**config.mk**
```make
export PLATFORM = sky130hd
export DESIGN_NAME = lsclk_ctrl
export DESIGN_NICKNAME = d
export VERILOG_FILES = /design/src/lsclk_pkg.sv /design/src/cal_timer_if.sv /design/src/cal_timer.sv /design/src/lsclk_ctrl.sv /design/src/tick_prescaler.sv
export SDC_FILE = /design/constraint.sdc
export NUM_CORES = 1
export LEC_CHECK = 0
export BUFFER_PORTS_ARGS = -buffer_cell sky130_fd_sc_hd__buf_4
export CAP_MARGIN = 20
export CORE_MARGIN = 5
export CORE_UTILIZATION = 40
export DETAILED_ROUTE_END_ITERATION = 7
export GPL_ROUTABILITY_DRIVEN = 0
export PLACE_DENSITY = 0.77
export SYNTH_ARGS = -nofsm -noshare
export SYNTH_HDL_FRONTEND = slang
export SYNTH_SLANG_ARGS = --single-unit
```
**constraint.sdc**
```tcl
create_clock -name clk -period 5.3 [get_ports clk]
set_input_delay 0.53 -clock clk [delete_from_list [all_inputs] [get_ports clk]]
set_output_delay 0.53 -clock clk [all_outputs]
set_load 0.02 [all_outputs]
```
**src/lsclk_pkg.sv**
```systemverilog
// Constants and types shared by the low-speed clock control files
`default_nettype none
package lsclk_pkg;

	// Register indices; byte address is four times the index
	localparam logic [11:0] CLOCK_CONTROL_INDEX = 12'h0c6;
	localparam logic [11:0] CAL_STATUS_INDEX = 12'h0c7;
	localparam logic [11:0] POWER_REQUEST_INDEX = 12'h0c8;
	localparam int unsigned ADDR_W = 12;

	// clock_control fields
	localparam int unsigned LOW_SPEED_SELECT_BIT = 7;
	localparam int unsigned SYSTEM_SOURCE_BIT = 6;
	localparam int unsigned TICK_DIV_LSB = 3;
	localparam int unsigned SYS_DIV_LSB = 0;
	localparam int unsigned DIV_W = 3;
	localparam logic [7:0] CLOCK_CONTROL_RESET = 8'hc9;
	localparam logic [2:0] DIV_LOWEST_ON_RC = 3'h1;

	// cal_status fields (read only)
	localparam int unsigned ST_ACTIVE_RC_BIT = 0;
	localparam int unsigned ST_CAL_BUSY_BIT = 1;
	localparam int unsigned ST_INIT_DONE_BIT = 2;
	localparam int unsigned ST_CALIBRATED_BIT = 3;
	localparam int unsigned ST_XTAL_STABLE_BIT = 4;
	localparam int unsigned ST_RC_STABLE_BIT = 5;
	localparam int unsigned ST_ABORTING_BIT = 6;
	localparam int unsigned ST_PM_PENDING_BIT = 7;

	// power_request fields
	localparam int unsigned PM_MODE_LSB = 0;
	localparam int unsigned PM_MODE_W = 2;

	// Timing
	localparam int unsigned CLK_FREQ_HZ = 40_000_000;
	localparam int unsigned CAL_TIME_US = 2000;
	localparam int unsigned ABORT_TIME_US = 130;
	localparam int unsigned CAL_CYCLES = CAL_TIME_US * (CLK_FREQ_HZ / 1_000_000);
	localparam int unsigned ABORT_CYCLES = ABORT_TIME_US * (CLK_FREQ_HZ / 1_000_000);
	localparam int unsigned TIMER_W = 17;

	// Calibrated slow RC ratio to the fast crystal, per variant
	localparam int unsigned RC_RATIO_FIRST = 750;
	localparam int unsigned RC_RATIO_SECOND = 1500;
	localparam int unsigned RATIO_W = 11;

	typedef enum logic [1:0] {
		cal_idle,
		cal_initial,
		cal_repeat,
		cal_abort
	} cal_state_t;

endpackage
`default_nettype wire

```
**src/cal_timer_if.sv**
```systemverilog
// Load/expire handshake between the calibration sequencer and its timer
`timescale 1ns/1ps
`default_nettype none
interface cal_timer_if #(parameter int unsigned W = 17);
	logic load;
	logic [W-1:0] count;
	logic expire;
	logic busy;
	modport ctrl(output load, output count, input expire, input busy);
	modport timer(input load, input count, output expire, output busy);
endinterface
`default_nettype wire

```
**src/cal_timer.sv**
```systemverilog
// Down counter that times one calibration or one abort
`timescale 1ns/1ps
`default_nettype none
module cal_timer #(
	parameter int unsigned W = 17
) (
	input wire logic clk,
	input wire logic rst,
	cal_timer_if.timer tif
);
	logic [W-1:0] remain;
	logic [W-1:0] next_remain;
	logic expire;
	logic next_expire;

	always_comb begin
		next_remain = remain;
		next_expire = 1'b0;
		if (tif.load) begin
			next_remain = tif.count;
		end else if (remain != '0) begin
			next_remain = remain - W'(1);
			next_expire = (remain == W'(1));
		end
	end

	always_ff @(posedge clk or posedge rst) begin
		if (rst) begin
			remain <= '0;
			expire <= 1'b0;
		end else begin
			remain <= next_remain;
			expire <= next_expire;
		end
	end

	assign tif.expire = expire;
	assign tif.busy = (remain != '0);
endmodule // cal_timer
`default_nettype wire

```
**src/lsclk_ctrl.sv**
```systemverilog
// Low-speed clock source select, slow RC calibration sequencing and clock control register
`timescale 1ns/1ps
`default_nettype none
module lsclk_ctrl #(
	parameter bit SECOND_VARIANT = 1'b0,
	parameter int unsigned CAL_CYCLES = lsclk_pkg::CAL_CYCLES,
	parameter int unsigned ABORT_CYCLES = lsclk_pkg::ABORT_CYCLES
) (
	input wire logic clk,
	input wire logic rst,
	input wire logic psel,
	input wire logic penable,
	input wire logic pwrite,
	input wire logic [lsclk_pkg::ADDR_W-1:0] paddr,
	input wire logic [31:0] pwdata,
	input wire logic [3:0] pstrb,
	output logic [31:0] prdata,
	output logic pready,
	output logic pslverr,
	input wire logic fast_crystal_stable_flag,
	input wire logic fast_rc_stable_flag,
	output logic low_speed_crystal_enable,
	output logic slow_rc_enable,
	output logic low_speed_source_select,
	output logic system_clock_is_rc,
	output logic calibration_active,
	output logic slow_rc_calibrated,
	output logic [lsclk_pkg::RATIO_W-1:0] slow_rc_ratio,
	output logic [lsclk_pkg::DIV_W-1:0] system_clock_divider,
	output logic [lsclk_pkg::DIV_W-1:0] timer_tick_divider,
	output logic timer_tick,
	output logic power_mode_enter,
	output logic [lsclk_pkg::PM_MODE_W-1:0] power_mode
);
	localparam int unsigned TW = lsclk_pkg::TIMER_W;
	localparam int unsigned DW = lsclk_pkg::DIV_W;
	localparam int unsigned PW = lsclk_pkg::PM_MODE_W;

	function automatic logic hits(input logic [lsclk_pkg::ADDR_W-1:0] a, input logic [11:0] index);
		hits = (a == lsclk_pkg::ADDR_W'({index, 2'b00}));
	endfunction

	// On fast RC the undivided setting is unavailable; treat it as the next one
	function automatic logic [DW-1:0] usable_div(input logic [DW-1:0] d, input logic on_rc);
		usable_div = (on_rc && d == '0) ? lsclk_pkg::DIV_LOWEST_ON_RC : d;
	endfunction

	// Stability flags come from the analog oscillators
	logic xtal_meta, xtal_stable, rcfast_meta, rcfast_stable;

	always_ff @(posedge clk or posedge rst) begin
		if (rst) begin
			xtal_meta <= 1'b0;
			xtal_stable <= 1'b0;
			rcfast_meta <= 1'b0;
			rcfast_stable <= 1'b0;
		end else begin
			xtal_meta <= fast_crystal_stable_flag;
			xtal_stable <= xtal_meta;
			rcfast_meta <= fast_rc_stable_flag;
			rcfast_stable <= rcfast_meta;
		end
	end

	// Register bus decode
	logic access, wr_ctl, wr_pm, rd_hit;
	logic [7:0] status;

	assign access = psel && penable;
	assign wr_ctl = access && pwrite && pstrb[0] && hits(paddr, lsclk_pkg::CLOCK_CONTROL_INDEX);
	assign wr_pm = access && pwrite && pstrb[0] && hits(paddr, lsclk_pkg::POWER_REQUEST_INDEX);
	assign rd_hit = hits(paddr, lsclk_pkg::CLOCK_CONTROL_INDEX) || hits(paddr, lsclk_pkg::CAL_STATUS_INDEX)
		|| hits(paddr, lsclk_pkg::POWER_REQUEST_INDEX);
	assign pready = 1'b1;
	assign pslverr = access && !rd_hit;

	// Control state
	logic [7:0] clock_control, next_clock_control;
	logic active_rc, next_active_rc;
	logic init_done, next_init_done;
	logic calibrated, next_calibrated;
	logic pm_pending, next_pm_pending;
	logic [PW-1:0] pm_mode, next_pm_mode;
	logic pm_enter, next_pm_enter;
	logic [31:0] rdata, next_rdata;
	lsclk_pkg::cal_state_t cal_state, next_cal_state;

	cal_timer_if #(.W(TW)) tif();

	cal_timer #(
		.W(TW)
	) u_cal_timer (
		.clk(clk),
		.rst(rst),
		.tif(tif)
	);

	logic lss_rc, want_rc, want_xtal, want_deep, may_calibrate;

	assign lss_rc = clock_control[lsclk_pkg::LOW_SPEED_SELECT_BIT];
	assign want_rc = clock_control[lsclk_pkg::SYSTEM_SOURCE_BIT] && !active_rc;
	assign want_xtal = !clock_control[lsclk_pkg::SYSTEM_SOURCE_BIT] && active_rc;
	assign want_deep = pm_pending;
	assign may_calibrate = !active_rc && xtal_stable && lss_rc;

	always_comb begin
		next_clock_control = clock_control;
		next_active_rc = active_rc;
		next_init_done = init_done;
		next_calibrated = calibrated;
		next_pm_pending = pm_pending;
		next_pm_mode = pm_mode;
		next_pm_enter = 1'b0;
		next_cal_state = cal_state;
		tif.load = 1'b0;
		tif.count = '0;

		// Bits 7 and 6 are written as given; software keeps bit 7 still off fast RC
		if (wr_ctl) begin
			next_clock_control = pwdata[7:0];
		end
		if (wr_pm && pwdata[PW-1:0] != '0) begin
			next_pm_pending = 1'b1;
			next_pm_mode = pwdata[lsclk_pkg::PM_MODE_LSB +: PW];
		end

		case (cal_state)
			lsclk_pkg::cal_idle: begin
				if (want_xtal) begin
					if (xtal_stable) begin
						next_active_rc = 1'b0;
						next_init_done = 1'b0;
					end
				end else if (want_rc) begin
					if (rcfast_stable) begin
						next_active_rc = 1'b1;
					end
				end else if (want_deep) begin
					next_pm_enter = 1'b1;
					next_pm_pending = 1'b0;
					// Waking on the crystal calibrates afresh
					next_init_done = 1'b0;
				end else if (may_calibrate) begin
					tif.load = 1'b1;
					tif.count = TW'(CAL_CYCLES);
					next_cal_state = init_done ? lsclk_pkg::cal_repeat : lsclk_pkg::cal_initial;
				end
			end
			lsclk_pkg::cal_initial: begin
				// Requests are held here until the calibration ends
				if (tif.expire) begin
					next_init_done = 1'b1;
					next_calibrated = 1'b1;
					next_cal_state = lsclk_pkg::cal_idle;
				end
			end
			lsclk_pkg::cal_repeat: begin
				if (want_rc || want_deep) begin
					tif.load = 1'b1;
					tif.count = TW'(ABORT_CYCLES);
					next_cal_state = lsclk_pkg::cal_abort;
				end else if (tif.expire) begin
					next_calibrated = 1'b1;
					next_cal_state = lsclk_pkg::cal_idle;
				end
			end
			lsclk_pkg::cal_abort: begin
				if (tif.expire) begin
					next_cal_state = lsclk_pkg::cal_idle;
				end
			end
			default: begin
				next_cal_state = lsclk_pkg::cal_idle;
			end
		endcase
	end

	always_ff @(posedge clk or posedge rst) begin
		if (rst) begin
			clock_control <= lsclk_pkg::CLOCK_CONTROL_RESET;
			active_rc <= 1'b1;
			init_done <= 1'b0;
			calibrated <= 1'b0;
			pm_pending <= 1'b0;
			pm_mode <= '0;
			pm_enter <= 1'b0;
			cal_state <= lsclk_pkg::cal_idle;
		end else begin
			clock_control <= next_clock_control;
			active_rc <= next_active_rc;
			init_done <= next_init_done;
			calibrated <= next_calibrated;
			pm_pending <= next_pm_pending;
			pm_mode <= next_pm_mode;
			pm_enter <= next_pm_enter;
			cal_state <= next_cal_state;
		end
	end

	// Read data
	always_comb begin
		status = '0;
		status[lsclk_pkg::ST_ACTIVE_RC_BIT] = active_rc;
		status[lsclk_pkg::ST_CAL_BUSY_BIT] = (cal_state != lsclk_pkg::cal_idle);
		status[lsclk_pkg::ST_INIT_DONE_BIT] = init_done;
		status[lsclk_pkg::ST_CALIBRATED_BIT] = calibrated;
		status[lsclk_pkg::ST_XTAL_STABLE_BIT] = xtal_stable;
		status[lsclk_pkg::ST_RC_STABLE_BIT] = rcfast_stable;
		status[lsclk_pkg::ST_ABORTING_BIT] = (cal_state == lsclk_pkg::cal_abort);
		status[lsclk_pkg::ST_PM_PENDING_BIT] = pm_pending;
		next_rdata = '0;
		if (psel && !penable && !pwrite) begin
			if (hits(paddr, lsclk_pkg::CLOCK_CONTROL_INDEX)) begin
				next_rdata = {24'h000000, clock_control};
			end else if (hits(paddr, lsclk_pkg::CAL_STATUS_INDEX)) begin
				next_rdata = {24'h000000, status};
			end else if (hits(paddr, lsclk_pkg::POWER_REQUEST_INDEX)) begin
				next_rdata = {30'h0, pm_mode};
			end
		end else if (psel) begin
			next_rdata = rdata;
		end
	end

	always_ff @(posedge clk or posedge rst) begin
		if (rst) begin
			rdata <= '0;
		end else begin
			rdata <= next_rdata;
		end
	end

	assign prdata = rdata;

	// Timer tick, divided from the reference clock
	logic [DW-1:0] tick_div_eff;

	assign tick_div_eff = usable_div(clock_control[lsclk_pkg::TICK_DIV_LSB +: DW], active_rc);

	tick_prescaler #(
		.DW(DW)
	) u_tick (
		.clk(clk),
		.rst(rst),
		.shift(tick_div_eff),
		.tick(timer_tick)
	);

	// Only one low-speed oscillator may run
	assign slow_rc_enable = lss_rc;
	assign low_speed_crystal_enable = !lss_rc;
	assign low_speed_source_select = lss_rc;

	assign system_clock_is_rc = active_rc;
	assign calibration_active = (cal_state == lsclk_pkg::cal_initial) || (cal_state == lsclk_pkg::cal_repeat);
	assign slow_rc_calibrated = calibrated;
	assign slow_rc_ratio = SECOND_VARIANT ? lsclk_pkg::RATIO_W'(lsclk_pkg::RC_RATIO_SECOND)
		: lsclk_pkg::RATIO_W'(lsclk_pkg::RC_RATIO_FIRST);
	assign system_clock_divider = usable_div(clock_control[lsclk_pkg::SYS_DIV_LSB +: DW], active_rc);
	assign timer_tick_divider = tick_div_eff;
	assign power_mode_enter = pm_enter;
	assign power_mode = pm_mode;
endmodule // lsclk_ctrl
`default_nettype wire

```
**src/tick_prescaler.sv**
```systemverilog
// Timer tick generator: one pulse every two-to-the-n reference cycles
`timescale 1ns/1ps
`default_nettype none
module tick_prescaler #(
	parameter int unsigned DW = 3
) (
	input wire logic clk,
	input wire logic rst,
	input wire logic [DW-1:0] shift,
	output logic tick
);
	localparam int unsigned CW = (1 << DW) - 1;
	logic [CW-1:0] count;
	logic [CW-1:0] next_count;
	logic next_tick;
	logic [CW-1:0] mask;

	always_comb begin
		mask = CW'((1 << shift) - 1);
		// Masking keeps a divider change from waiting on a long wrap
		next_count = (count & mask) + CW'(1);
		next_tick = ((count & mask) == mask);
		if (next_tick) begin
			next_count = '0;
		end
	end

	always_ff @(posedge clk or posedge rst) begin
		if (rst) begin
			count <= '0;
			tick <= 1'b0;
		end else begin
			count <= next_count;
			tick <= next_tick;
		end
	end
endmodule // tick_prescaler
`default_nettype wire
```
# Word level (Yosys, flattened, before mapping)
# Cells that the tools add are included.
[totals]
ff_bits = 79
latch_bits = 0
ramBits = 0
rom_bits = 0
inputBits = 55
elab_cells = 135
memories = 0
[op_classes]
add_sub_neg = 3
n_mul = 0
div = 0
order_cmp = 0
n_eq_ne = 19
shift = 1
muxes = 53
bitwise = 1
reduce_logical = 41
[ops]
columns = ["cell", "count"]
rows = [
  ["two-way mux 17 bit", 6],
  ["two-way mux 32 bit", 2],
  ["equality test 12 x 10 -> 1 bit (second input constant)", 3],
  ["one-hot mux 17 bit (2 select lines)", 1],
  ["two-way mux 1 bit", 26],
  ["equality test 17 x 1 -> 1 bit (second input constant)", 1],
  ["nonzero test 17 bit", 1],
  ["subtractor 17 x 1 -> 17 bit (second input constant)", 1],
  ["two-way mux 2 bit", 8],
  ["two-way mux 8 bit", 2],
  ["logical AND 1 bit", 15],
  ["nonzero test 2 bit", 7],
  ["two-way mux 13 bit", 1],
  ["!= test 2 bit (second input constant)", 6],
  ["!= test 3 bit (second input constant)", 3],
  ["AND reduction 4 bit", 2],
  ["adder 7 x 1 -> 7 bit (second input constant)", 1],
  ["bitwise AND 7 bit", 1],
  ["equality test 7 bit", 1],
  ["two-way mux 7 bit", 1],
  ["<< shifter 1 x 3 -> 7 bit (first input constant)", 1],
  ["subtractor 7 x 2 -> 7 bit (second input constant)", 1],
  ["logical NOT 1 bit", 6],
  ["logical NOT 3 bit", 2],
  ["11 further kinds", 19],
]

# Logic depth before layout (Yosys ltp)
# Gate-level depths: netlist (run 1).
[logic_depth]
depth_word = 10
mapped_depth = 8
mapped_depth_nobuf = 7

# Modules after synthesis
# A second synthesis (run 1) with hierarchy kept.
[hier_totals]
cells_unflattened = 365
hier_area_um2 = 3574.7
[by_module_without_submodules]
columns = ["module", "n_inst", "cells_each", "area_per_inst_um2", "seq_area_each_um2"]
rows = [
  ["lsclk_ctrl", 1, 178, 1786.7, 732.0],
  ["cal_timer", 1, 114, 1086.0, 450.4],
  ["tick_prescaler", 1, 73, 701.9, 200.2],
]

# Worst setup path after synthesis (run 1)
# No wires, ideal clock.
[synth_timing]
kind = "reg2reg"
start = "register active_rc (netlist: system_clock_is_rc)"
end = "register u_cal_timer.remain[14]"
setup_time_ns = 0.125
arrival_ns = 2.191
path_slack_ns = 2.984
path_stages_with_launch = 8
n_path_buf = 1
synth_period_minus_slack_ns = 2.316
path_cell_list = "dfstp_2 -> clkbuf_1 -> inv_1 -> ha_1 -> nor3b_1 -> nand2_1 -> and3_1 -> mux2_2"
[synth_between]
elab_chain_len = 9
word_cells_on_any_way = 17
cone_classes = "mux (10); reduce/logical (7)"
[synth_rtl]
columns = ["element", "line_no", "rtl"]
rows = [
  ["start: declaration", "lsclk_ctrl.sv:79", "logic active_rc, next_active_rc;"],
  ["start signal: assignment", "lsclk_ctrl.sv:190", "active_rc <= next_active_rc;"],
  ["logical NOT 1 bit", "lsclk_ctrl.sv:101, lsclk_ctrl.sv:104", ""],
  ["logical AND 1 bit (2 in series)", "lsclk_ctrl.sv:104", "assign may_calibrate = !active_rc && xtal_stable && lss_rc;"],
  ["two-way mux 1 bit", "lsclk_ctrl.sv:143", "end else if (may_calibrate) begin"],
  ["two-way mux 1 bit", "lsclk_ctrl.sv:138", "end else if (want_deep) begin"],
  ["two-way mux 1 bit", "lsclk_ctrl.sv:134", "end else if (want_rc) begin"],
  ["two-way mux 1 bit", "lsclk_ctrl.sv:129", "if (want_xtal) begin"],
  ["one-hot mux 1 bit (2 select lines)", "lsclk_ctrl.sv:127", "case (cal_state)"],
  ["two-way mux 17 bit or nonzero test 2 bit (tied branches)", "n/a", ""],
  ["end signal: assignment", "cal_timer.sv:32", "remain <= next_remain;"],
  ["end: declaration", "cal_timer.sv:11", "logic [W-1:0] remain;"],
]
# Several ways; a longest one is shown, not always the timed one.
# A chain may end at the register's enable or synchronous reset.

# Final worst setup path (run 1)
# Same ends and word-level chain as after synthesis.

==> results.md, run 1 <==
Status
- **status** completed

Yosys
- **Post-synth EDFFs** 0
- **number of different library cells in the post-synthesis netlist** 58
- **largest area contributor in the netlist** sky130_fd_sc_hd__dfrtp_1
- **dominant cells by area after synthesis** sky130_fd_sc_hd__dfrtp_1 (39%), sky130_fd_sc_hd__buf_4 (9.1%), sky130_fd_sc_hd__dfstp_2 (4.1%)
- **ys flop type** sky130_fd_sc_hd__dfrtp_1
- **portion of the post-synthesis area used by sequential elements** 42.88%
- **number of instances in the synthesized netlist** 335
- **area of the mapped netlist** 3224 um^2
- **Synth Area per Inst** 9.625 um^2
- **register bit total from synthesis** 55
- **area share of the largest cell type after synthesis** 38.80%
- **Async S/R FF share, synth** 100.0%
- **Warnings, synthesis** 0

Route
- **Avg Vias per Cell** 5.127
- **violation count after the first detailed-route iteration** 68
- **post-route ant nets** 0
- **count of TritonRoute iterations in the first routing pass** 4
- **routed wirelength normalized by instance count** 14.12 um
- **Detailed Route WL** 6790 um
- **# DRC** 0
- **vias after detailed routing** 2466

Worst setup path
- **CP Data Required Time** 5.52 ns
- **endpoint type of the worst setup path** flip-flop
- **critical setup path kind** reg -> reg
- **kind of start point of the critical path** flip-flop
- **highest fanout seen on the critical path** 10
- **crit path DAT** 2.73 ns

Timing
- **top achievable clock speed** 398.6 MHz
- **unrepaired setup endpoints after global routing** no
- **total negative slack** 0 ns
- **share of the clock period used by the worst path after layout** 47.34%
- **setup clock skew after layout** 0.009399 ns
- **number of setup violations in the final report** 0
- **final hold violation count** 0
- **Least-Margin Pin Slew** 0.7885 ns
- **worst slew margin relative to its limit** 46.99%
- **final critical delay including setup and external delays** 2.509 ns
- **worst hold slack across all endpoints** 0.3151 ns
- **Slew Limit Fails** 0

Layout
- **share of cells above drive strength 1** 22.16%
- **most common cell after layout, fill and taps aside** sky130_fd_sc_hd__buf_4
- **number of filler cells placed in the layout** 751
- **Inserted Diodes** 0
- **net total in the final layout** 443
- **most used cells in the layout excluding fill and tap cells** sky130_fd_sc_hd__buf_4 (53), sky130_fd_sc_hd__dfrtp_1 (50), sky130_fd_sc_hd__conb_1 (36), sky130_fd_sc_hd__nand2_1 (26), sky130_fd_sc_hd__o21ai_0 (23)
- **Util after Layout** 46.55%
- **Area Growth Syn to Fin** 12.73%
- **post-route insts no fill** 481

Clocking
- **Num CTS Buffers** 5
- **clk sinks** 55
- **clk buf depth** 2
- **quantity of gates resized following cts** 0
- **cell chosen for the clock root** sky130_fd_sc_hd__clkbuf_8
- **clock latency reported for the late side of the worst-skew pair** 0.32 ns
- **number of buffers inserted by post-CTS setup repair** 0
- **maximum level of the CTS H-tree** 2
- **Post-CTS Hold Fix Bufs** 0
- **clock-pin slew reported for the worst setup and hold paths after clock tree synthesis** 0.11 ns
- **clock tree from TritonCTS** yes

Placed design
- **I/O Buffers** 52
- **cell count after placement** 473
- **HPWL Detailed** 5083 um

Power and ir drop
- **Leak** 1.678 nW
- **total power draw** 1.218 mW
- **Cell Pwr Density** 335.0 nW/um^2
- **switching power as a share of total power** 38.22%
- **cell internal power dissipation** 0.7523 mW
- **maximum resistive drop on vdd** 0.0001616 V
- **fraction of power consumed by sequential logic** 49.3%
- **clock network power share** 20.4%
- **Combinational Power Share** 30.3%
- **sw power** 0.4653 mW

GRT
- **largest net degree at the start of global routing** 56
- **wire length of the first global-routing pass** 11090 um
- **vias in the first global route** 2305
- **All-Layer GR Usage** 13.64%
- **antenna violations before repair** 0
- **Overflow after GRT** 0

Die
- **die height** 99.78 um
- **Die Footprint** 9956 um^2
- **placement row count** 32
- **Die Span X** 99.78 um
- **initial core utilization** 41.30%
- **core footprint** 7807 um^2
- **IO Pins** 116

Hold path
- **worst min-delay path class** in -> reg

Flow run
- **total of max-cap violations** 0

-- sequential cells by signal, indices dropped and copies added (netlist names), 2 cells and up --
signal and count:
clock_control 8, u_cal_timer.remain 17, cal_state 2, prdata 8, power_mode 2, u_tick.count 7
-- through the flow --
stage / instance area (um^2) / worst slack, ns
floorplan: 3352 / 2.984
detailed placement: 3538 / 2.755
global route: 3635 / 2.575
CTS: 3635 / 2.755
finish: 3635 / 2.791
global placement: 3538 / 2.867
-- worst max-delay path, stage by stage, from the launching register on --
cell	delay, ns
sky130_fd_sc_hd__dfstp_2	0.66
sky130_fd_sc_hd__inv_1	0.13
sky130_fd_sc_hd__ha_1	0.23
sky130_fd_sc_hd__nor3b_1	0.52
sky130_fd_sc_hd__nand2_1	0.34
sky130_fd_sc_hd__and3_1	0.26
sky130_fd_sc_hd__mux2_2	0.25
-- synthesized netlist by cell type, types with 2 or more instances --
library cell	n
sky130_fd_sc_hd__a21boi_0	2
sky130_fd_sc_hd__a21o_1	2
sky130_fd_sc_hd__a21oi_1	13
sky130_fd_sc_hd__a311oi_1	2
sky130_fd_sc_hd__a31oi_1	3
sky130_fd_sc_hd__and3_1	4
sky130_fd_sc_hd__buf_4	39
sky130_fd_sc_hd__clkbuf_1	10
sky130_fd_sc_hd__conb_1	2
sky130_fd_sc_hd__dfrtp_1	50
sky130_fd_sc_hd__dfstp_2	5
sky130_fd_sc_hd__ha_1	10
sky130_fd_sc_hd__inv_1	15
sky130_fd_sc_hd__mux2_2	10
sky130_fd_sc_hd__mux2i_1	8
sky130_fd_sc_hd__nand2_1	26
sky130_fd_sc_hd__nand2b_1	2
sky130_fd_sc_hd__nand3_1	9
sky130_fd_sc_hd__nand3b_1	3
sky130_fd_sc_hd__nand4_1	5
sky130_fd_sc_hd__nor2_1	17
sky130_fd_sc_hd__nor2b_1	6
sky130_fd_sc_hd__nor3_1	9
sky130_fd_sc_hd__nor4_1	8
sky130_fd_sc_hd__o211ai_1	3
sky130_fd_sc_hd__o21ai_0	23
sky130_fd_sc_hd__o221ai_1	2
sky130_fd_sc_hd__o31a_1	2
sky130_fd_sc_hd__o31ai_1	5
sky130_fd_sc_hd__o41ai_1	2
sky130_fd_sc_hd__or3_1	4
sky130_fd_sc_hd__xnor2_1	4
sky130_fd_sc_hd__xor2_1	5
-- per-layer routing --
layer  part of all wire, %  global-route usage (%)  vias up
li1                      -                       -     1203
met1                    43                   17.20     1187
met2                    50                   23.14       68
met3                   5.6                   2.571        8
met4                   1.4                   5.252        0
met5                     0                       0        -
-- worst paths after layout --
path	slack, ns	cells past startpoint	from	to
setup / recovery	2.79	6	system_clock_is_rc$_DFFE_PP1P_	u_cal_timer.remain[14]$_DFFE_PP0P_
min in group asynchronous	0.38	3	rst	xtal_stable$_DFF_PP0_
hold / removal	0.32	1	fast_crystal_stable_flag	xtal_meta$_DFF_PP0_
hold reg to reg	0.35	0	rcfast_meta$_DFF_PP0_	rcfast_stable$_DFF_PP0_
max in group asynchronous	4.45	3	rst	prdata[5]$_DFFE_PP0P_
setup reg to reg	2.79	6	system_clock_is_rc$_DFFE_PP1P_	u_cal_timer.remain[14]$_DFFE_PP0P_
-- cells by family after synthesis --
| group | synth area share (%) |
|---|---|
| AND/OR/NAND/NOR | 19.01 |
| AO/OA/AOI/OAI | 12.96 |
| buffers and inverters | 12.26 |
| flip-flops | 42.88 |
| multiplexers | 6.325 |
| adder cells (fa/ha/maj) | 3.880 |
| XOR/XNOR | 2.445 |
| other | 0.2329 |
-- power groups by stage --
| stage | Combinational [mW] | Clock (mW) | Sequential [mW] |
|---|---|---|---|
| final | 0.369 | 0.248 | 0.601 |
| after global routing | 0.410 | 0.274 | 0.613 |
| after CTS | 0.369 | 0.259 | 0.598 |
| after floorplan | 0.293 | 0 | 0.584 |
| after global placement | 0.356 | 0 | 0.599 |
| after detailed placement | 0.367 | 0 | 0.605 |
-- layout make-up --
| class | instances | area, um^2 | area share [%] |
|---|---|---|---|
| inverter | 15 | 56.30 | 1.549 |
| timing repair buffer | 53 | 397.9 | 10.95 |
| sequential | 55 | 1383 | 38.04 |
| tap | 102 | 127.6 | 3.511 |
| clock inverter | 3 | 27.53 | 0.7573 |
| multi-input combinational | 248 | 1574 | 43.30 |
| clock buffer | 5 | 68.82 | 1.893 |
Power figures use the tool's default switching activity.
==> inputs of run 2 (changes only) <==
- PLACE_DENSITY: 0.77 -> 0.79
- clock period: 5.3 -> 2.2 ns (I/O delays scaled with it)
==> run 2 against run 1 <==
Die area did not move. Setup slack got worse by 2.6 ns. Final cell count rose by 2.3%. Critical path depth did not move. Worst hold slack got worse by 0.31 ns. Flip-flop and latch count did not move. Power rose by 140%. Non-clock buffer count rose by 11. Combinational power rose to 2.6 times the previous value. Highest routed layer unchanged.
==> results.md, run 2 (same netlist as run 1, synthesis figures left out) <==
Timing
- **final critical delay including setup and external delays** 2.021 ns, was 2.509 ns
- **unrepaired setup endpoints after global routing** no, unchanged
- **top achievable clock speed** 494.7 MHz, was 398.6 MHz
- **worst slew margin relative to its limit** 50.92%, was 46.99%
- **total negative slack** 0 ns, unchanged
- **setup clock skew after layout** 0.008060 ns, was 0.009399 ns
- **Slew Limit Fails** 0, unchanged
- **share of the clock period used by the worst path after layout** 91.88%, was 47.34%
- **number of setup violations in the final report** 0, unchanged
- **Least-Margin Pin Slew** 0.7299 ns, was 0.7885 ns
- **final hold violation count** 0, unchanged

Worst setup path
- **longest individual stage delay on the worst path** 0.52 ns, was 0.66 ns
- **kind of start point of the critical path** flip-flop, unchanged
- **crit path DAT** 2.23 ns, was 2.73 ns
- **critical path's top delay family** simple AND/OR/NAND/NOR gates, unchanged
- **highest fanout seen on the critical path** 11, was 10
- **endpoint type of the worst setup path** flip-flop, unchanged
- **Critical Path Slowest Stage Cell** sky130_fd_sc_hd__or4b_4, was sky130_fd_sc_hd__dfstp_2
- **Worst R2R End** u_cal_timer.remain[15]$_DFFE_PP0P_, was u_cal_timer.remain[14]$_DFFE_PP0P_
- **CP Data Required Time** 2.40 ns, was 5.52 ns
- **Cell Chain, Critical Path** inv_1 -> ha_1 -> or4b_4 -> and4b_2 -> nor4_1 -> o21ba_1, was inv_1 -> ha_1 -> nor3b_1 -> nand2_1 -> and3_1 -> mux2_2
- **r2r setup slk** 0.18 ns, was 2.79 ns
- **critical setup path kind** reg -> reg, unchanged
- **critical register-to-register path startpoint** u_cal_timer.remain[0]$_DFFE_PP0P_, was system_clock_is_rc$_DFFE_PP1P_
- **Reg2Reg Depth** 6, unchanged
- **worst path buffer plus inverter count** 1, unchanged

Route
- **Detailed Route WL** 6877 um, was 6790 um
- **vias after detailed routing** 2549, was 2466
- **Avg Vias per Cell** 5.181, was 5.127
- **violation count after the first detailed-route iteration** 89, was 68
- **count of TritonRoute iterations in the first routing pass** 5, was 4
- **# DRC** 0, unchanged
- **routed wirelength normalized by instance count** 13.98 um, was 14.12 um
- **post-route ant nets** 0, unchanged

Layout
- **register with the highest flop count** u_cal_timer.remain, unchanged
- **most common cell after layout, fill and taps aside** sky130_fd_sc_hd__buf_4, unchanged
- **Area Growth Syn to Fin** 15.44%, was 12.73%
- **net total in the final layout** 454, was 443
- **most used cells in the layout excluding fill and tap cells** sky130_fd_sc_hd__buf_4 (63), sky130_fd_sc_hd__dfrtp_1 (50), sky130_fd_sc_hd__conb_1 (36), sky130_fd_sc_hd__nand2_1 (26), sky130_fd_sc_hd__o21ai_0 (23), was sky130_fd_sc_hd__buf_4 (53), sky130_fd_sc_hd__dfrtp_1 (50), sky130_fd_sc_hd__conb_1 (36), sky130_fd_sc_hd__nand2_1 (26), sky130_fd_sc_hd__o21ai_0 (23)
- **share of cells above drive strength 1** 24.87%, was 22.16%
- **number of filler cells placed in the layout** 736, was 751
- **Inserted Diodes** 0, unchanged
- **max FFs per register** 17, unchanged

Power and ir drop
- **total power draw** 2.948 mW, was 1.218 mW
- **Leak** 1.728 nW, was 1.678 nW
- **maximum resistive drop on vdd** 0.0004080 V, was 0.0001616 V
- **Cell Pwr Density** 792.0 nW/um^2, was 335.0 nW/um^2

Die
- **die height** 99.78 um, unchanged
- **IO Pins** 116, unchanged
- **core footprint** 7807 um^2, unchanged
- **placement row count** 32, unchanged
- **Die Footprint** 9956 um^2, unchanged
- **Die Span X** 99.78 um, unchanged
- **initial core utilization** 41.30%, unchanged

GRT
- **Overflow after GRT** 0, unchanged
- **wire length of the first global-routing pass** 11310 um, was 11090 um
- **All-Layer GR Usage** 13.70%, was 13.64%
- **largest net degree at the start of global routing** 56, unchanged
- **antenna violations before repair** 0, unchanged
- **vias in the first global route** 2471, was 2305

Clocking
- **clock latency reported for the late side of the worst-skew pair** 0.31 ns, was 0.32 ns
- **clk buf depth** 2, unchanged
- **clk sinks** 55, unchanged
- **clock tree from TritonCTS** yes, unchanged
- **Num CTS Buffers** 5, unchanged
- **number of buffers inserted by post-CTS setup repair** 0, unchanged
- **maximum level of the CTS H-tree** 2, unchanged
- **cell chosen for the clock root** sky130_fd_sc_hd__clkbuf_8, unchanged
- **clock-pin slew reported for the worst setup and hold paths after clock tree synthesis** 0.10 ns, was 0.11 ns

Hold path
- **Endpoint, Worst Hold** xtal_meta$_DFF_PP0_, unchanged
- **worst hold start** fast_crystal_stable_flag, unchanged
- **Worst Hold Depth** 1, unchanged
- **worst min-delay path class** in -> reg, unchanged

Status
- **status** completed, unchanged

Placed design
- **I/O Buffers** 52, unchanged
- **HPWL Detailed** 5176 um, was 5083 um

Flow run
- **total of max-cap violations** 0, unchanged

## run 2: cell count changes in the layout (fill, tap and decap cells not counted)
cell	previous run	this run
sky130_fd_sc_hd__buf_4	53	63
sky130_fd_sc_hd__and4b_1	1	0
sky130_fd_sc_hd__and4b_2	0	1
sky130_fd_sc_hd__clkinv_2	0	1
sky130_fd_sc_hd__clkinvlp_4	1	2
sky130_fd_sc_hd__dlygate4sd3_1	0	1
sky130_fd_sc_hd__inv_6	1	0
sky130_fd_sc_hd__inv_8	1	0
sky130_fd_sc_hd__nor3b_1	1	0
sky130_fd_sc_hd__nor3b_2	0	1
sky130_fd_sc_hd__o21ai_1	1	0
sky130_fd_sc_hd__o21ai_2	0	1
## run 2: layout make-up
type                       count  area (um^2)  share of cell area [%]
tap                          102        127.6                   3.429
multi-input combinational    248         1584                   42.55
timing repair buffer          64        483.0                   12.97
clock inverter                 3        20.02                  0.5378
clock buffer                   5        68.82                   1.849
inverter                      15        56.30                   1.513
sequential                    55         1383                   37.14
## run 2: per-layer routing
metal | routed length [um] | GRT usage, %
met5 | 0 | 0
met3 | 495 | 3.197
met2 | 3429 | 23.24
met1 | 2855 | 16.92
met4 | 96 | 5.252
## run 2: how the worst max path moves through the flow
stage / startpoint / slack, ns / depth (start not counted) / end
4_1_cts: u_cal_timer.remain[0]$_DFFE_PP0P_ / 0.09 / 6 / u_cal_timer.remain[15]$_DFFE_PP0P_
6_report: u_cal_timer.remain[0]$_DFFE_PP0P_ / 0.18 / 6 / u_cal_timer.remain[15]$_DFFE_PP0P_
3_3_place_gp: u_cal_timer.remain[0]$_DFFE_PP0P_ / 0.15 / 6 / u_cal_timer.remain[15]$_DFFE_PP0P_
5_1_grt: u_cal_timer.remain[0]$_DFFE_PP0P_ / 0.04 / 6 / u_cal_timer.remain[14]$_DFFE_PP0P_
3_5_place_dp: u_cal_timer.remain[0]$_DFFE_PP0P_ / 0.12 / 6 / u_cal_timer.remain[15]$_DFFE_PP0P_
2_1_floorplan: system_clock_is_rc$_DFFE_PP1P_ / 0.01 / 7 / u_cal_timer.remain[14]$_DFFE_PP0P_
## run 2: worst reg2reg max path, stage by stage (launching register included)
cell                      delay, ns
sky130_fd_sc_hd__dfrtp_1       0.43
sky130_fd_sc_hd__inv_1         0.09
sky130_fd_sc_hd__ha_1          0.18
sky130_fd_sc_hd__or4b_4        0.52
sky130_fd_sc_hd__and4b_2       0.44
sky130_fd_sc_hd__nor4_1        0.08
sky130_fd_sc_hd__o21ba_1       0.18
## run 2: timing repair
| item | 4_1_cts | 5_1_grt |
|---|---|---|
| hold endpoints to repair | 1 | 0 |
| gates resized for setup | 0 | 1 |
| setup endpoints to repair | 0 | 6 |
| hold buffers | 1 | 0 |
## run 2: where the power goes
| group | leakage [nW] | switching (mW) | total (mW) | internal [mW] |
|---|---|---|---|---|
| clock | 0.0402 | 0.337 | 0.559 | 0.222 |
| combinational | 0.978 | 0.540 | 0.956 | 0.417 |
| sequential | 0.709 | 0.235 | 1.43 | 1.20 |
| total | 1.73 | 1.11 | 2.95 | 1.84 |
## run 2: metrics by stage
stage	instances	util (%)	hold WS [ns]	setup WS, ns	cell area (um^2)
after floorplan	369	-	0.2514	0.01018	3361
after global placement	483	46.39	0.3310	0.1524	3622
after detailed placement	483	46.39	0.3308	0.1219	3622
after CTS	492	47.66	0.0003829	0.09274	3721
after global routing	492	47.68	0.005020	0.03636	3722
final	492	47.68	0.009135	0.1787	3722
==> inputs of run 3 (changes only) <==
- CORE_UTILIZATION: 40 -> 45
- PLACE_DENSITY: 0.79 -> 0.86
==> run 3 against run 2 <==
Clock-buffer cell count up 1. Setup slack worse by 0.033 ns. Die area down 10%. Routed wire length up 0.92%. Clock power up 23%. Fmax down 1.6%. Critical path type unchanged. Critical endpoint is now u_cal_timer.remain[0]$_DFFE_PP0P_.
==> results.md, run 3 (same netlist as run 1, synthesis figures left out) <==
Timing
- **share of the clock period used by the worst path after layout** 93.36%, was 91.88%
- **final critical delay including setup and external delays** 2.054 ns, was 2.021 ns
- **Least-Margin Pin Slew** 0.7334 ns, was 0.7299 ns
- **number of setup violations in the final report** 0, unchanged
- **final hold violation count** 0, unchanged
- **setup clock skew after layout** 0.01774 ns, was 0.008060 ns
- **worst slew margin relative to its limit** 50.42%, was 50.92%
- **unrepaired setup endpoints after global routing** no, unchanged
- **total negative slack** 0 ns, unchanged
- **top achievable clock speed** 486.9 MHz, was 494.7 MHz
- **Slew Limit Fails** 0, unchanged

Power and ir drop
- **fraction of power consumed by sequential logic** 46.4%, was 48.6%
- **Leak** 1.755 nW, was 1.728 nW
- **maximum resistive drop on vdd** 0.0005820 V, was 0.0004080 V
- **Cell Pwr Density** 814.1 nW/um^2, was 792.0 nW/um^2
- **Combinational Power Share** 31.2%, was 32.4%
- **clock network power share** 22.4%, was 19.0%
- **switching power as a share of total power** 36.38%, was 37.68%
- **cell internal power dissipation** 1.954 mW, was 1.837 mW
- **sw power** 1.117 mW, was 1.111 mW

Die
- **Die Span X** 94.65 um, was 99.78 um
- **placement row count** 30, was 32
- **Die Footprint** 8958 um^2, was 9956 um^2
- **IO Pins** 116, unchanged
- **die height** 94.65 um, was 99.78 um
- **core footprint** 6869 um^2, was 7807 um^2
- **initial core utilization** 46.94%, was 41.30%

Worst setup path
- **highest fanout seen on the critical path** 6, was 11
- **endpoint type of the worst setup path** flip-flop, unchanged
- **critical register-to-register path startpoint** u_cal_timer.remain[0]$_DFFE_PP0P_, unchanged
- **critical setup path kind** reg -> reg, unchanged
- **Reg2Reg Depth** 7, was 6
- **Worst R2R End** u_cal_timer.remain[0]$_DFFE_PP0P_, was u_cal_timer.remain[15]$_DFFE_PP0P_
- **crit path DAT** 2.25 ns, was 2.23 ns
- **kind of start point of the critical path** flip-flop, unchanged
- **r2r setup slk** 0.15 ns, was 0.18 ns
- **CP Data Required Time** 2.40 ns, about the same

Clocking
- **cell chosen for the clock root** sky130_fd_sc_hd__clkbuf_8, unchanged
- **Num CTS Buffers** 5, unchanged
- **clock tree from TritonCTS** yes, unchanged
- **clock latency reported for the late side of the worst-skew pair** 0.32 ns, was 0.31 ns
- **clk buf depth** 2, unchanged
- **clock-pin slew reported for the worst setup and hold paths after clock tree synthesis** 0.11 ns, was 0.10 ns
- **maximum level of the CTS H-tree** 2, unchanged
- **clk sinks** 55, unchanged

Hold path
- **worst min-delay path class** in -> reg, unchanged
- **Endpoint, Worst Hold** clock_control[7]$_DFFE_PP1P_, was xtal_meta$_DFF_PP0_
- **Worst Hold Depth** 2, was 1
- **worst hold start** pwdata[7], was fast_crystal_stable_flag

Placed design
- **HPWL Detailed** 5326 um, was 5176 um
- **standard cell area after detailed placement** 3620 um^2, was 3622 um^2
- **I/O Buffers** 52, unchanged

Layout
- **most used cells in the layout excluding fill and tap cells** sky130_fd_sc_hd__buf_4 (62), sky130_fd_sc_hd__dfrtp_1 (50), sky130_fd_sc_hd__conb_1 (36), sky130_fd_sc_hd__nand2_1 (26), sky130_fd_sc_hd__o21ai_0 (23), was sky130_fd_sc_hd__buf_4 (63), sky130_fd_sc_hd__dfrtp_1 (50), sky130_fd_sc_hd__conb_1 (36), sky130_fd_sc_hd__nand2_1 (26), sky130_fd_sc_hd__o21ai_0 (23)
- **share of cells above drive strength 1** 24.74%, was 24.87%
- **most common cell after layout, fill and taps aside** sky130_fd_sc_hd__buf_4, unchanged
- **post-route standard cell area excluding fillers** 3772 um^2, was 3722 um^2
- **max FFs per register** 17, unchanged
- **register with the highest flop count** u_cal_timer.remain, unchanged
- **Area Growth Syn to Fin** 17.00%, was 15.44%
- **net total in the final layout** 456, was 454
- **Inserted Diodes** 0, unchanged
- **number of filler cells placed in the layout** 607, was 736

Route
- **vias after detailed routing** 2580, was 2549
- **violation count after the first detailed-route iteration** 91, was 89
- **# DRC** 0, unchanged
- **Avg Vias per Cell** 5.287, was 5.181
- **post-route ant nets** 0, unchanged
- **Detailed Route WL** 6940 um, was 6877 um
- **count of TritonRoute iterations in the first routing pass** 4, was 5
- **routed wirelength normalized by instance count** 14.22 um, was 13.98 um

GRT
- **wire length of the first global-routing pass** 11590 um, was 11310 um
- **antenna violations before repair** 0, unchanged
- **Overflow after GRT** 0, unchanged
- **All-Layer GR Usage** 15.94%, was 13.70%
- **largest net degree at the start of global routing** 35, was 56
- **vias in the first global route** 2487, was 2471

Status
- **status** completed, unchanged

Flow run
- **total of max-cap violations** 0, unchanged

-- run 3: cell types whose count changed in the layout (fill, tap and decap cells not counted) --
cell,previous run,this run
sky130_fd_sc_hd__clkinvlp_4,2,0
sky130_fd_sc_hd__clkinv_2,1,0
sky130_fd_sc_hd__nor2b_2,0,1
sky130_fd_sc_hd__buf_4,63,62
sky130_fd_sc_hd__inv_6,0,1
sky130_fd_sc_hd__nor2b_1,6,5
sky130_fd_sc_hd__buf_12,0,1
sky130_fd_sc_hd__bufinv_16,0,1
sky130_fd_sc_hd__dlygate4sd3_1,1,3
sky130_fd_sc_hd__clkbuf_1,0,1
-- run 3: worst max path at each step --
| stage | slack, ns | cells past startpoint | start | to |
|---|---|---|---|---|
| after floorplan | 0.01 | 7 | system_clock_is_rc$_DFFE_PP1P_ | u_cal_timer.remain[14]$_DFFE_PP0P_ |
| after global placement | 0.18 | 6 | u_cal_timer.remain[0]$_DFFE_PP0P_ | u_cal_timer.remain[15]$_DFFE_PP0P_ |
| after detailed placement | 0.1 | 6 | u_cal_timer.remain[0]$_DFFE_PP0P_ | u_cal_timer.remain[15]$_DFFE_PP0P_ |
| after global routing | 0.01 | 6 | u_cal_timer.remain[0]$_DFFE_PP0P_ | u_cal_timer.remain[4]$_DFFE_PP0P_ |
| after CTS | 0.09 | 6 | u_cal_timer.remain[0]$_DFFE_PP0P_ | u_cal_timer.remain[15]$_DFFE_PP0P_ |
| final | 0.15 | 7 | u_cal_timer.remain[0]$_DFFE_PP0P_ | u_cal_timer.remain[0]$_DFFE_PP0P_ |
-- run 3: what timing repair did --
action | in CTS | in global routing
hold buffers | 1 | 2
resized for setup | 0 | 2
setup endpoints to repair | 0 | 8
setup buffers | 0 | 1
endpoints found under the hold margin | 18 | 2
-- run 3: stage by stage --
step,setup WS [ns],cells,total power [mW],hold WS [ns],util [%]
after detailed placement,0.09906,476,2.383,0.2848,52.70
after CTS,0.09030,485,3.071,0.003622,54.46
after floorplan,0.01018,369,2.119,0.2514,-
after global placement,0.1823,476,2.339,0.2784,52.70
after global routing,0.01263,488,3.269,0.1184,54.92
final,0.1461,488,3.071,0.1240,54.92
-- run 3: power groups by stage --
stage               clock network, mW  logic (mW)  registers [mW]
global placement                    0       0.914            1.43
CTS                             0.696       0.951            1.42
floorplan                           0       0.711            1.41
detailed placement                  0       0.941            1.44
finish                          0.688       0.957            1.43
global route                    0.737        1.07            1.46
-- run 3: layer usage --
metal / vias up / share of wire [%] / GRT usage (%)
met5: - / 0 / 0
met4: 0 / 1.1 / 4.327
met3: 9 / 6.5 / 3.108
met2: 98 / 50 / 27.83
met1: 1241 / 43 / 20.08
li1: 1232 / - / -
-- run 3: worst max-delay path: stages, from the launching register on --
cell	delay (ns)
sky130_fd_sc_hd__dfrtp_1	0.44
sky130_fd_sc_hd__inv_1	0.11
sky130_fd_sc_hd__ha_1	0.20
sky130_fd_sc_hd__or4b_4	0.52
sky130_fd_sc_hd__nand4b_1	0.32
sky130_fd_sc_hd__buf_4	0.23
sky130_fd_sc_hd__nor2_1	0.07
sky130_fd_sc_hd__nor3_1	0.05
-- run 3: final cells by class --
class / instances / area [um^2] / share of cell area [%]
Clock buffer: 6 / 72.57 / 1.924
Clock inverter: 2 / 38.79 / 1.028
Inverter: 15 / 56.30 / 1.493
Multi-Input combinational cell: 248 / 1587 / 42.06
Sequential cell: 55 / 1383 / 36.65
Tap cell: 96 / 120.1 / 3.184
Timing Repair Buffer: 66 / 515.5 / 13.66
